File: src/hw/wdog_window_pkg.sv
// Constants and types shared by the windowed watchdog status block
// What this block does
// - Read-only 8-bit status: window, armed, prescale top
// - Five-bit window counter steps across each period
// - Window code 111 leaves the whole range open
// - Codes 110/101/100 close below 4, 8, 12
// - Codes 011/010 close below 16 and 20
// - Codes 001/000 close below 24 and 28
// - Status bit 2 shows the armed state
// - Status bits 1:0 carry prescale count top bits
// - Prescale count is 18 bits over three registers
// - Prescale reads return the live count
// - Window code sits in control 1 bits 2:0
// - Prescale select scales by powers of two
// - Software run bit counts only when config is 01
package wdog_window_pkg;

   // Register offsets on the byte-wide register port
   localparam int ADDR_W = 12;
   localparam logic [11:0] OFS_CTRL0 = 12'hED2;
   localparam logic [11:0] OFS_CTRL1 = 12'hED3;
   localparam logic [11:0] OFS_PSC_LOW = 12'hED4;
   localparam logic [11:0] OFS_PSC_HIGH = 12'hED5;
   localparam logic [11:0] OFS_STATUS = 12'hED6;
   localparam logic [11:0] OFS_EVENT = 12'hED7;
   localparam logic [11:0] OFS_MASK = 12'hED8;
   localparam logic [11:0] OFS_CLEAR = 12'hED9;

   // Field positions
   localparam int CTRL0_RUN_BIT = 0;
   localparam int CTRL0_PS_LSB = 1;
   localparam int CTRL1_CS_LSB = 4;
   localparam int CTRL1_WIN_LSB = 0;
   localparam int EVT_TIMEOUT = 0;
   localparam int EVT_VIOLATION = 1;
   localparam int EVT_CLEARED = 2;

   // Codes and reset values
   localparam logic [4:0] PS_UNLOCKED = 5'h1F;
   localparam logic [4:0] PS_DEFAULT = 5'h0B;
   localparam logic [4:0] PS_MAX_CODE = 5'h12;
   localparam logic [2:0] CS_UNLOCKED = 3'h7;
   localparam logic [2:0] CS_LOW_OSC = 3'h0;
   localparam logic [2:0] CS_MID_OSC = 3'h1;
   localparam logic [2:0] WIN_UNLOCKED = 3'h7;
   localparam logic [2:0] WIN_FULL_OPEN = 3'h7;
   localparam logic [1:0] EN_SOFTWARE = 2'h1;
   localparam logic [4:0] WCOUNT_LAST = 5'h1F;
   localparam logic [7:0] STATUS_RESET = 8'h00;

   // Controller states, one-hot
   typedef enum logic [2:0] {
      ST_LOAD = 3'b001,
      ST_IDLE = 3'b010,
      ST_RUN = 3'b100
   } state_t;

   // Whole state of the block
   typedef struct packed {
      state_t state;
      logic [2:0] lf_sync;
      logic [2:0] mf_sync;
      logic [4:0] ps_sel;
      logic run_bit;
      logic [2:0] clk_sel;
      logic [2:0] win_sel;
      logic [17:0] prescale_count;
      logic [4:0] wcount;
      logic armed;
      logic [2:0] evt;
      logic [2:0] mask;
      logic wdt_reset;
      logic irq;
      logic [7:0] rd_data;
   } wdog_state_t;

endpackage

File: src/hw/wdog_window.sv
// Windowed watchdog window tracking, status readback and register port
//
// The placing of the registers and the plain strobed port are this design's own decisions.
`timescale 1ns/100ps
`default_nettype none

module wdog_window (
   input wire logic ref_clk,
   input wire logic rst_n,
   input wire logic [11:0] addr,
   input wire logic [7:0] wr_data,
   input wire logic wr_en,
   input wire logic rd_en,
   output logic [7:0] rd_data,
   input wire logic low_freq_osc,
   input wire logic mid_freq_osc,
   input wire logic [1:0] enable_config_field,
   input wire logic [4:0] cfg_prescale,
   input wire logic [2:0] cfg_clock_sel,
   input wire logic [2:0] cfg_window,
   output logic wdt_reset,
   output logic irq
);

   // First counter value of the open region for a window code
   function automatic logic [4:0] open_start(input logic [2:0] win);
      logic [4:0] inv;
      inv = {2'h0, ~win};
      open_start = (win == wdog_window_pkg::WIN_FULL_OPEN) ? 5'h00 : 5'(inv << 2);
   endfunction

   // Prescale terminal count; reserved codes fall back to the shortest step
   function automatic logic [17:0] step_limit(input logic [4:0] ps);
      logic [18:0] one;
      one = 19'h00001;
      if (ps > wdog_window_pkg::PS_MAX_CODE) begin
         step_limit = 18'h00000;
      end else begin
         step_limit = 18'((one << ps) - one);
      end
   endfunction

   wdog_window_pkg::wdog_state_t s_r; // Registered state
   wdog_window_pkg::wdog_state_t s_nxt; // Next state

   logic lf_edge; // Rising edge of low oscillator
   logic mf_edge; // Rising edge of mid oscillator
   logic tick; // One watchdog clock tick
   logic running; // Watchdog enabled by config or software
   logic is_open; // Counter sits in the open region
   logic terminal; // Prescaler at its last count
   logic clr_cmd; // Software clear command
   logic [2:0] evt_set; // Events raised this cycle

   // Edge detect reads only the second and third sync stages
   assign lf_edge = s_r.lf_sync[1] & ~s_r.lf_sync[2];
   assign mf_edge = s_r.mf_sync[1] & ~s_r.mf_sync[2];

   // Oscillator choice; reserved codes give no ticks at all
   always_comb begin
      unique case (s_r.clk_sel)
         wdog_window_pkg::CS_LOW_OSC: tick = lf_edge;
         wdog_window_pkg::CS_MID_OSC: tick = mf_edge;
         default: tick = 1'b0;
      endcase
   end

   // Only config 01 defers to the software bit; 1x forces on, 00 off
   assign running = enable_config_field[1] |
      ((enable_config_field == wdog_window_pkg::EN_SOFTWARE) & s_r.run_bit);

   assign is_open = s_r.wcount >= open_start(s_r.win_sel);
   assign terminal = s_r.prescale_count == step_limit(s_r.ps_sel);
   assign clr_cmd = wr_en && (addr == wdog_window_pkg::OFS_CLEAR);

   // Next-state logic for the whole block
   always_comb begin
      s_nxt = s_r;
      evt_set = 3'h0;
      s_nxt.wdt_reset = 1'b0;
      // Two-stage synchronisers plus edge history
      s_nxt.lf_sync = {s_r.lf_sync[1:0], low_freq_osc};
      s_nxt.mf_sync = {s_r.mf_sync[1:0], mid_freq_osc};

      unique case (s_r.state)
         wdog_window_pkg::ST_LOAD: begin
            // Capture configuration one edge after reset release
            s_nxt.win_sel = cfg_window;
            s_nxt.clk_sel = (cfg_clock_sel == wdog_window_pkg::CS_UNLOCKED) ?
               wdog_window_pkg::CS_LOW_OSC : cfg_clock_sel;
            s_nxt.ps_sel = (cfg_prescale == wdog_window_pkg::PS_UNLOCKED) ?
               wdog_window_pkg::PS_DEFAULT : cfg_prescale;
            s_nxt.state = wdog_window_pkg::ST_IDLE;
         end
         wdog_window_pkg::ST_IDLE: begin
            // Held at zero while disabled
            s_nxt.prescale_count = 18'h00000;
            s_nxt.wcount = 5'h00;
            s_nxt.armed = 1'b0;
            if (running) begin
               s_nxt.state = wdog_window_pkg::ST_RUN;
               s_nxt.armed = 1'b1;
            end
         end
         wdog_window_pkg::ST_RUN: begin
            if (!running) begin
               s_nxt.state = wdog_window_pkg::ST_IDLE;
               s_nxt.armed = 1'b0;
               s_nxt.prescale_count = 18'h00000;
               s_nxt.wcount = 5'h00;
            end else if (clr_cmd) begin
               // Clear wins over a tick in the same cycle
               s_nxt.prescale_count = 18'h00000;
               s_nxt.wcount = 5'h00;
               if (is_open) begin
                  evt_set[wdog_window_pkg::EVT_CLEARED] = 1'b1;
               end else begin
                  s_nxt.wdt_reset = 1'b1;
                  evt_set[wdog_window_pkg::EVT_VIOLATION] = 1'b1;
               end
            end else if (tick) begin
               if (!terminal) begin
                  s_nxt.prescale_count = s_r.prescale_count + 18'h00001;
               end else begin
                  s_nxt.prescale_count = 18'h00000;
                  s_nxt.wcount = s_r.wcount + 5'h01;
                  // Period runs out when the window counter wraps
                  if (s_r.wcount == wdog_window_pkg::WCOUNT_LAST) begin
                     s_nxt.wdt_reset = 1'b1;
                     evt_set[wdog_window_pkg::EVT_TIMEOUT] = 1'b1;
                  end
               end
            end
         end
         default: begin
            // Illegal one-hot code recovers through a reload
            s_nxt.state = wdog_window_pkg::ST_LOAD;
         end
      endcase

      // Control writes; locked fields ignore software
      if (wr_en && (addr == wdog_window_pkg::OFS_CTRL0)) begin
         s_nxt.run_bit = wr_data[wdog_window_pkg::CTRL0_RUN_BIT];
         if (cfg_prescale == wdog_window_pkg::PS_UNLOCKED) begin
            s_nxt.ps_sel = wr_data[wdog_window_pkg::CTRL0_PS_LSB +: 5];
         end
      end
      if (wr_en && (addr == wdog_window_pkg::OFS_CTRL1)) begin
         if (cfg_clock_sel == wdog_window_pkg::CS_UNLOCKED) begin
            s_nxt.clk_sel = wr_data[wdog_window_pkg::CTRL1_CS_LSB +: 3];
         end
         if (cfg_window == wdog_window_pkg::WIN_UNLOCKED) begin
            s_nxt.win_sel = wr_data[wdog_window_pkg::CTRL1_WIN_LSB +: 3];
         end
      end
      if (wr_en && (addr == wdog_window_pkg::OFS_MASK)) begin
         s_nxt.mask = wr_data[2:0];
      end

      // Event bits: a read clears, a new event in that cycle survives
      if (rd_en && (addr == wdog_window_pkg::OFS_EVENT)) begin
         s_nxt.evt = evt_set;
      end else begin
         s_nxt.evt = s_r.evt | evt_set;
      end
      s_nxt.irq = |(s_nxt.evt & s_r.mask);

      // Read data stands in the cycle after the strobe only
      s_nxt.rd_data = 8'h00;
      if (rd_en) begin
         unique case (addr)
            wdog_window_pkg::OFS_CTRL0:
               s_nxt.rd_data = {2'h0, s_r.ps_sel, s_r.run_bit};
            wdog_window_pkg::OFS_CTRL1:
               s_nxt.rd_data = {1'b0, s_r.clk_sel, 1'b0, s_r.win_sel};
            wdog_window_pkg::OFS_PSC_LOW:
               s_nxt.rd_data = s_r.prescale_count[7:0];
            wdog_window_pkg::OFS_PSC_HIGH:
               s_nxt.rd_data = s_r.prescale_count[15:8];
            wdog_window_pkg::OFS_STATUS:
               s_nxt.rd_data = {s_r.wcount, s_r.armed, s_r.prescale_count[17:16]};
            wdog_window_pkg::OFS_EVENT:
               s_nxt.rd_data = {5'h00, s_r.evt};
            wdog_window_pkg::OFS_MASK:
               s_nxt.rd_data = {5'h00, s_r.mask};
            default:
               s_nxt.rd_data = 8'h00;
         endcase
      end
   end

   // Single state register; everything clears to zero on reset except the state, which loads ST_LOAD
   always_ff @(posedge ref_clk or negedge rst_n) begin
      if (!rst_n) begin
         s_r <= '0;
         s_r.state <= wdog_window_pkg::ST_LOAD;
      end else begin
         s_r <= s_nxt;
      end
   end

   assign rd_data = s_r.rd_data;
   assign wdt_reset = s_r.wdt_reset;
   assign irq = s_r.irq;
endmodule // wdog_window

`default_nettype wire

File: config.mk
export PLATFORM = sky130hd
export DESIGN_NAME = wdog_window
export DESIGN_NICKNAME = d
export VERILOG_FILES = /design/src/hw/wdog_window_pkg.sv /design/src/hw/wdog_window.sv
export SDC_FILE = /design/constraint.sdc
export NUM_CORES = 1
export LEC_CHECK = 0
export ABC_AREA = 1
export ABC_CLOCK_PERIOD_IN_PS = 3500
export BUFFER_PORTS_ARGS = -buffer_cell sky130_fd_sc_hd__buf_2
export CORE_UTILIZATION = 59
export CTS_CLUSTER_DIAMETER = 50
export CTS_CLUSTER_SIZE = 16
export DETAILED_ROUTE_END_ITERATION = 6
export GPL_TIMING_DRIVEN = 1
export PLACE_DENSITY = 0.81
export SYNTH_ARGS = -nofsm -noshare
export SYNTH_HDL_FRONTEND = slang
export SYNTH_SLANG_ARGS = --single-unit
File: constraint.sdc
create_clock -name ref_clk -period 3.5 [get_ports ref_clk]
set_input_delay 1.05 -clock ref_clk [delete_from_list [all_inputs] [get_ports ref_clk]]
set_output_delay 1.05 -clock ref_clk [all_outputs]
set_load 0.02 [all_outputs]
# [Yosys cells after proc, flatten, opt, wreduce, memory -nomap -nowiden]
# Index checks and enable logic that the tools add are counted.
[word_totals] ff_bits=61 latch_bits=0 out_inout_bits=10 memories=0 rom_bits=0 inputBits=39 ramBits=0
[op_classes] n_addsub=3 n_lt_le_gt_ge=2 reduce_logical=12 div_mod_pow=0 shifts=1 eq_ne=23 muxes=38 mul=0 n_bitwise=9
[ops] cell="$eq 12x12->1 const B" count=8
[ops] cell="$mux 23" count=3
[ops] cell="$pmux 8 s7" count=1
[ops] cell="$pmux 24 s2" count=1
[ops] cell="$mux 18" count=2
[ops] cell="$mux 5" count=5
[ops] cell="$mux 3" count=8
[ops] cell="$add 18x1->18 const B" count=1
[ops] cell="$eq 18x18->1" count=1
[ops] cell="$mux 6" count=3
[ops] cell="$shl 1x5->18 const A" count=1
[ops] cell="$sub 18x1->18 const B" count=1
[ops] cell="$eq 3x3->1 const B" count=4
[ops] cell="$mux 1" count=11
[ops] cell="$eq 5x5->1 const B" count=2
[ops] cell="$pmux 3 s3" count=1
[ops] cell="$mux 8" count=1
[ops] cell="$ne 4x4->1 const B" count=2
[ops] cell="$eq 3x1->1 const B" count=2
[ops] cell="$reduce_and 2->1" count=3
[ops] cell="$add 5x1->5 const B" count=1
[ops] cell="$ge 5x5->1" count=1
[ops] cell="$gt 5x5->1 const B" count=1
[ops] cell="$logic_and 1x1->1" count=5
[ops] cell="15 further kinds" count=19

# [Logic depth before layout (Yosys ltp)]
[logic_depth] word_depth=13 depth_mapped=20 mapped_depth_nobuf=19

# [Least setup slack after synthesis]
# No wires, ideal clock.
[synth_path] kind="in2reg" from="input addr[1]" to="register s_r[36] in the netlist's numbering" setup_slack_ns=0.895 t_arrival_ns=2.527 setup_time_ns=0.078 cell_stages=16 path_cell_list="inv_2 nand2_1 inv_1 nand3_1 nor2_1 nor3_2 nand2_1 nand2_2 inv_2 buf_4 nand2_1 nor3_1 nand2_1 nand2_1 nand2_1 a21oi_1"
[synth_between] elab_chain_len=5
[synth_rtl] element="start, declared" line_no="wdog_window.sv:10" source="input wire logic [11:0] addr,"
[synth_rtl] element="$eq 12x12->1 *" line_no="wdog_window.sv:74" source="assign clr_cmd = wr_en && (addr == wdog_window_pkg::OFS_CLEAR);"
[synth_rtl] element="$logic_and 1x1->1 *" line_no="wdog_window.sv:74"
[synth_rtl] element="$mux 23" line_no="wdog_window.sv:111" source="end else if (clr_cmd) begin"
[synth_rtl] element="$mux 23" line_no="wdog_window.sv:106" source="if (!running) begin"
[synth_rtl] element="$pmux 24 s2" line_no="wdog_window.sv:85" source="unique case (s_r.state)"
[synth_rtl] element="end signal, assigned" line_no="wdog_window.sv:198" source="s_r <= s_nxt;"
[synth_rtl] element="end, declared" line_no="wdog_window.sv:43" source="wdog_window_pkg::wdog_state_t s_r;"
# Every way passes the cells marked *; elsewhere a longest branch is shown, timed or not.
# A chain may end at the register's enable or synchronous reset.

# [Final worst setup path]
[layout_path] from="register s_r[48] in the netlist's numbering" to="register s_r[25] in the netlist's numbering"
[layout_between] elab_chain_len=9
[layout_rtl] element="$shl 1x5->18" line_no="wdog_window.sv:39" source="step_limit = 18'((one << ps) - one);"
[layout_rtl] element="$sub 18x1->18" line_no="wdog_window.sv:39"
[layout_rtl] element="$mux 18 *" line_no="wdog_window.sv:36" source="if (ps > wdog_window_pkg::PS_MAX_CODE) begin"
[layout_rtl] element="$eq 18x18->1 *" line_no="wdog_window.sv:73" source="assign terminal = s_r.prescale_count == step_limit(s_r.ps_sel);"
[layout_rtl] element="$mux 18 *" line_no="wdog_window.sv:122" source="if (!terminal) begin"
[layout_rtl] element="$mux 23 *" line_no="wdog_window.sv:121" source="end else if (tick) begin"
[layout_rtl] element="$mux 23 *" line_no="wdog_window.sv:111"
[layout_rtl] element="$mux 23 *" line_no="wdog_window.sv:106"
[layout_rtl] element="$pmux 24 s2 *" line_no="wdog_window.sv:85"
# Every way passes the cells marked *; elsewhere a longest branch is shown, timed or not. The select of a mux whose other input is x is not followed.

==> metrics.md <==
| Metric | Value |
|---|---|
| Status | finished clean |
| Synthesized area | 0.00415 mm2 |
| Avg Cell Area, Syn | about 7.0 um2 |
| Placed Instances | between 700 and 800 |
| Final Hold Violating Endpoints | 0 |
| First-pass GRT wire length | a little under 20000 um |
| Clock network power share | 21.1% |
| Register share of total power | slightly below 30% |
| Buffers on Ports | between 40 and 50 |
| Filler cells | a little under 600 |
| Register area share after synthesis | a little under two fifths |
| Area delta synth->final | 11.7% |
| Setup crit end kind | register |
| Max IR drop VDD | 414 uV |
| Data arrival, critical path | around 3400 ps |
| Crit start category | register |
| M3 GR Usage | between 7 and 8% |
| # IOs | 49 |
| CTS Sinks | between 60 and 70 |
| Drt pass-1 iters | 6 |
| H-tree levels | 3 |
| Vias in the first global route | about 4100 |
| Final Max Slew Viols | 0 |
| Netlist cell types | 36 |
| Clk_lat worst skew | roughly 350 ps |
| Setup TNS | 0 ps |
| Via count | around 4300 |
| Int Pwr | ~1.6 mW |
| Hold_buf cts | 0 |
| # diodes | 0 |
| Synth Warn # | 0 |
| Drt via density | around 5.8 |
| Remaining antenna violation count | 0 |
| Pin count of the biggest net entering global routing | 38 |
| Final net count | about 700 |
| Post-Synthesis Cells | a little under 600 |
| Total gr overflow | 0 |
| Most common flop cell mapped by yosys | dfrtp_1 |
| GRT Resource Usage Total | 34.6% |
| CP max FO | 14 |
| Setup repair bufs after CTS | 0 |
| Period utilization | around 90% |
| Combinational Power Share | between 40% and 50% |
| Max Clk Rate | 319 MHz |
| Maxcap violations | 0 |
| CTS Buf Count | 9 |
| Rel. slew slack | 42.1% |
| Starting DRT DRC Count | between 300 and 400 |
| Die Ht | about 86 um |
| Pin slew with the least headroom to its limit | around 870 ps |
| Syn Nets | 638 |
| Clock Skew | 13.3 ps |
| Initial core utilization | 61.0% |
| Kind of critical path | register to register |
| HP Class | register to register |
| R2R depth | 17 |
| Post-cts resize count | 0 |
| Leading cell type in the layout, fill and taps excluded | nand2_1 |
| Die ar. | between 0.007 and 0.008 mm2 |
| Unrepaired setup endpoints after global routing | false |
| Core area | roughly 0.0068 mm2 |
| Clock period minus worst slack | ~3100 ps |
| Initial antenna violation count | 0 |
| Global-route track usage on met2 | 56.5% |
| Final routed DRC violation total | 0 |
| Required @ worst endpoint | about 3700 ps |
| Max Root-Sink Buffers | 2 |
| Met1 Use GR | 43.2% |
| Root buffer selected by CTS | clkbuf_8 |
| Asr flop ratio synth | 100% |
| Clock-pin slew on the worst setup and hold paths | around 80 ps |
| Share of cells above drive strength 1 | around 15% |
| Final WL | ~12000 um |
| Commonest cells after routing, fill and taps aside | nand2_1, inv_1, nor2_1 |
| Synth Register Bits | 61 |
| GP Congestion | just under 1 |
| P_leak | approximately 2.3 nW |
| Per-cell routed wire length | ~16 um |
| HPWL Detailed | 9210 um |
| Non-filler cells, final | 738 |
| Count of final setup violators | 0 |
| CTS tree | yes |
| Die W | 85.8 um |
| Sw power | ~1.4 mW |
| Post-synth EDFFs | 0 |
| PD cells | about 670 mW/mm2 |
| Global routing's busiest layer | met2 |
| Hold depth | 0 |
| Sw Share | about 47% |
| # rows | 30 |
## final timing paths
| path | from | to | slack, ps |
|---|---|---|---|
| setup reg to reg | s_r[48] | s_r[25] | 360 |
| max in group asynchronous | rst_n | s_r[28] | 1950 |
| hold reg to reg | s_nxt[53] | s_nxt[54] | 370 |
| hold / removal | s_nxt[53] | s_nxt[54] | 370 |
| min in group asynchronous | rst_n | s_r[31] | 820 |
| setup / recovery | s_r[48] | s_r[25] | 360 |
## metrics by stage
stage	hold slack, ps	setup slack (ps)	area (um2)	util [%]	power [mW]
finish	367	364	4630	68.2	3.09
global route	383	126	4630	68.2	3.32
CTS	368	448	4630	68.2	3.06
detailed placement	350	407	4430	65.1	2.40
global placement	334	453	4430	65.1	2.36
floorplan	331	895	4150	-	2.06
## logic make-up after synthesis
group / share of synthesized area (%)
buffers and inverters: 10.9
multiplexers: 1.90
adder cells (fa/ha/maj): 2.41
XOR/XNOR: 2.32
AO/OA/AOI/OAI: 12.2
flip-flops: 36.8
AND/OR/NAND/NOR: 33.5
## cell type report
class / count / area, um2 / share of cell area, %
clock inverter: 6 / 68.8 / 1.49
clock buffer: 10 / 138 / 2.97
multi-input combinational: 426 / 2170 / 46.8
timing repair buffer: 55 / 295 / 6.37
sequential: 61 / 1530 / 33.0
inverter: 84 / 315 / 6.81
tap: 96 / 120 / 2.59
## synth_stat cells, drive strengths merged (8+ instances only)
library cell	n	share of area, %
inv	84	7.6
dfrtp	60	36
a21oi	30	3.6
buf	16	3.0
nand3	51	6.6
nor3	13	1.7
o22ai	9	1.4
xor2	11	2.3
nand4	19	3.0
o21ai	22	2.7
ha	8	2.4
nand2	160	15
nor2	68	6.7
## sequential cells by signal, summed over array words and instances (netlist names)
| name | count |
|---|---|
| s_nxt | 4 |
| wdt_reset | 1 |
| s_r | 47 |
| rd_data | 8 |
| irq | 1 |
## metal layers
metal  part of all wire, %  vias to the layer above
met1                    39                     1987
met3                   8.5                       53
met4                   3.9                        0
li1                      -                     2018
met5                     0                        -
met2                    48                      259
## worst max-delay path, stage by stage, from the launching register on
cell and delay, ps:
dfrtp_1 500, inv_2 150, nand2_1 110, nor2_1 70, nand2_1 190, ha_1 350, nand3_2 180, nor2_1 230
nand2_1 70, nand2_1 70, nand3_1 100, nand2_1 90, nand2_1 50, nor2_1 100, nand2_1 160, o21bai_4 240
buf_4 240, a21oi_1 100
## power groups by stage
stage / registers [mW] / logic [mW] / clock network (mW)
6_report: 0.904 / 1.53 / 0.653
5_1_grt: 0.914 / 1.71 / 0.694
4_1_cts: 0.903 / 1.49 / 0.663
3_5_place_dp: 0.915 / 1.49 / 0
3_3_place_gp: 0.912 / 1.45 / 0
2_1_floorplan: 0.865 / 1.20 / 0
No activity file was read; power rests on OpenSTA's default activity.
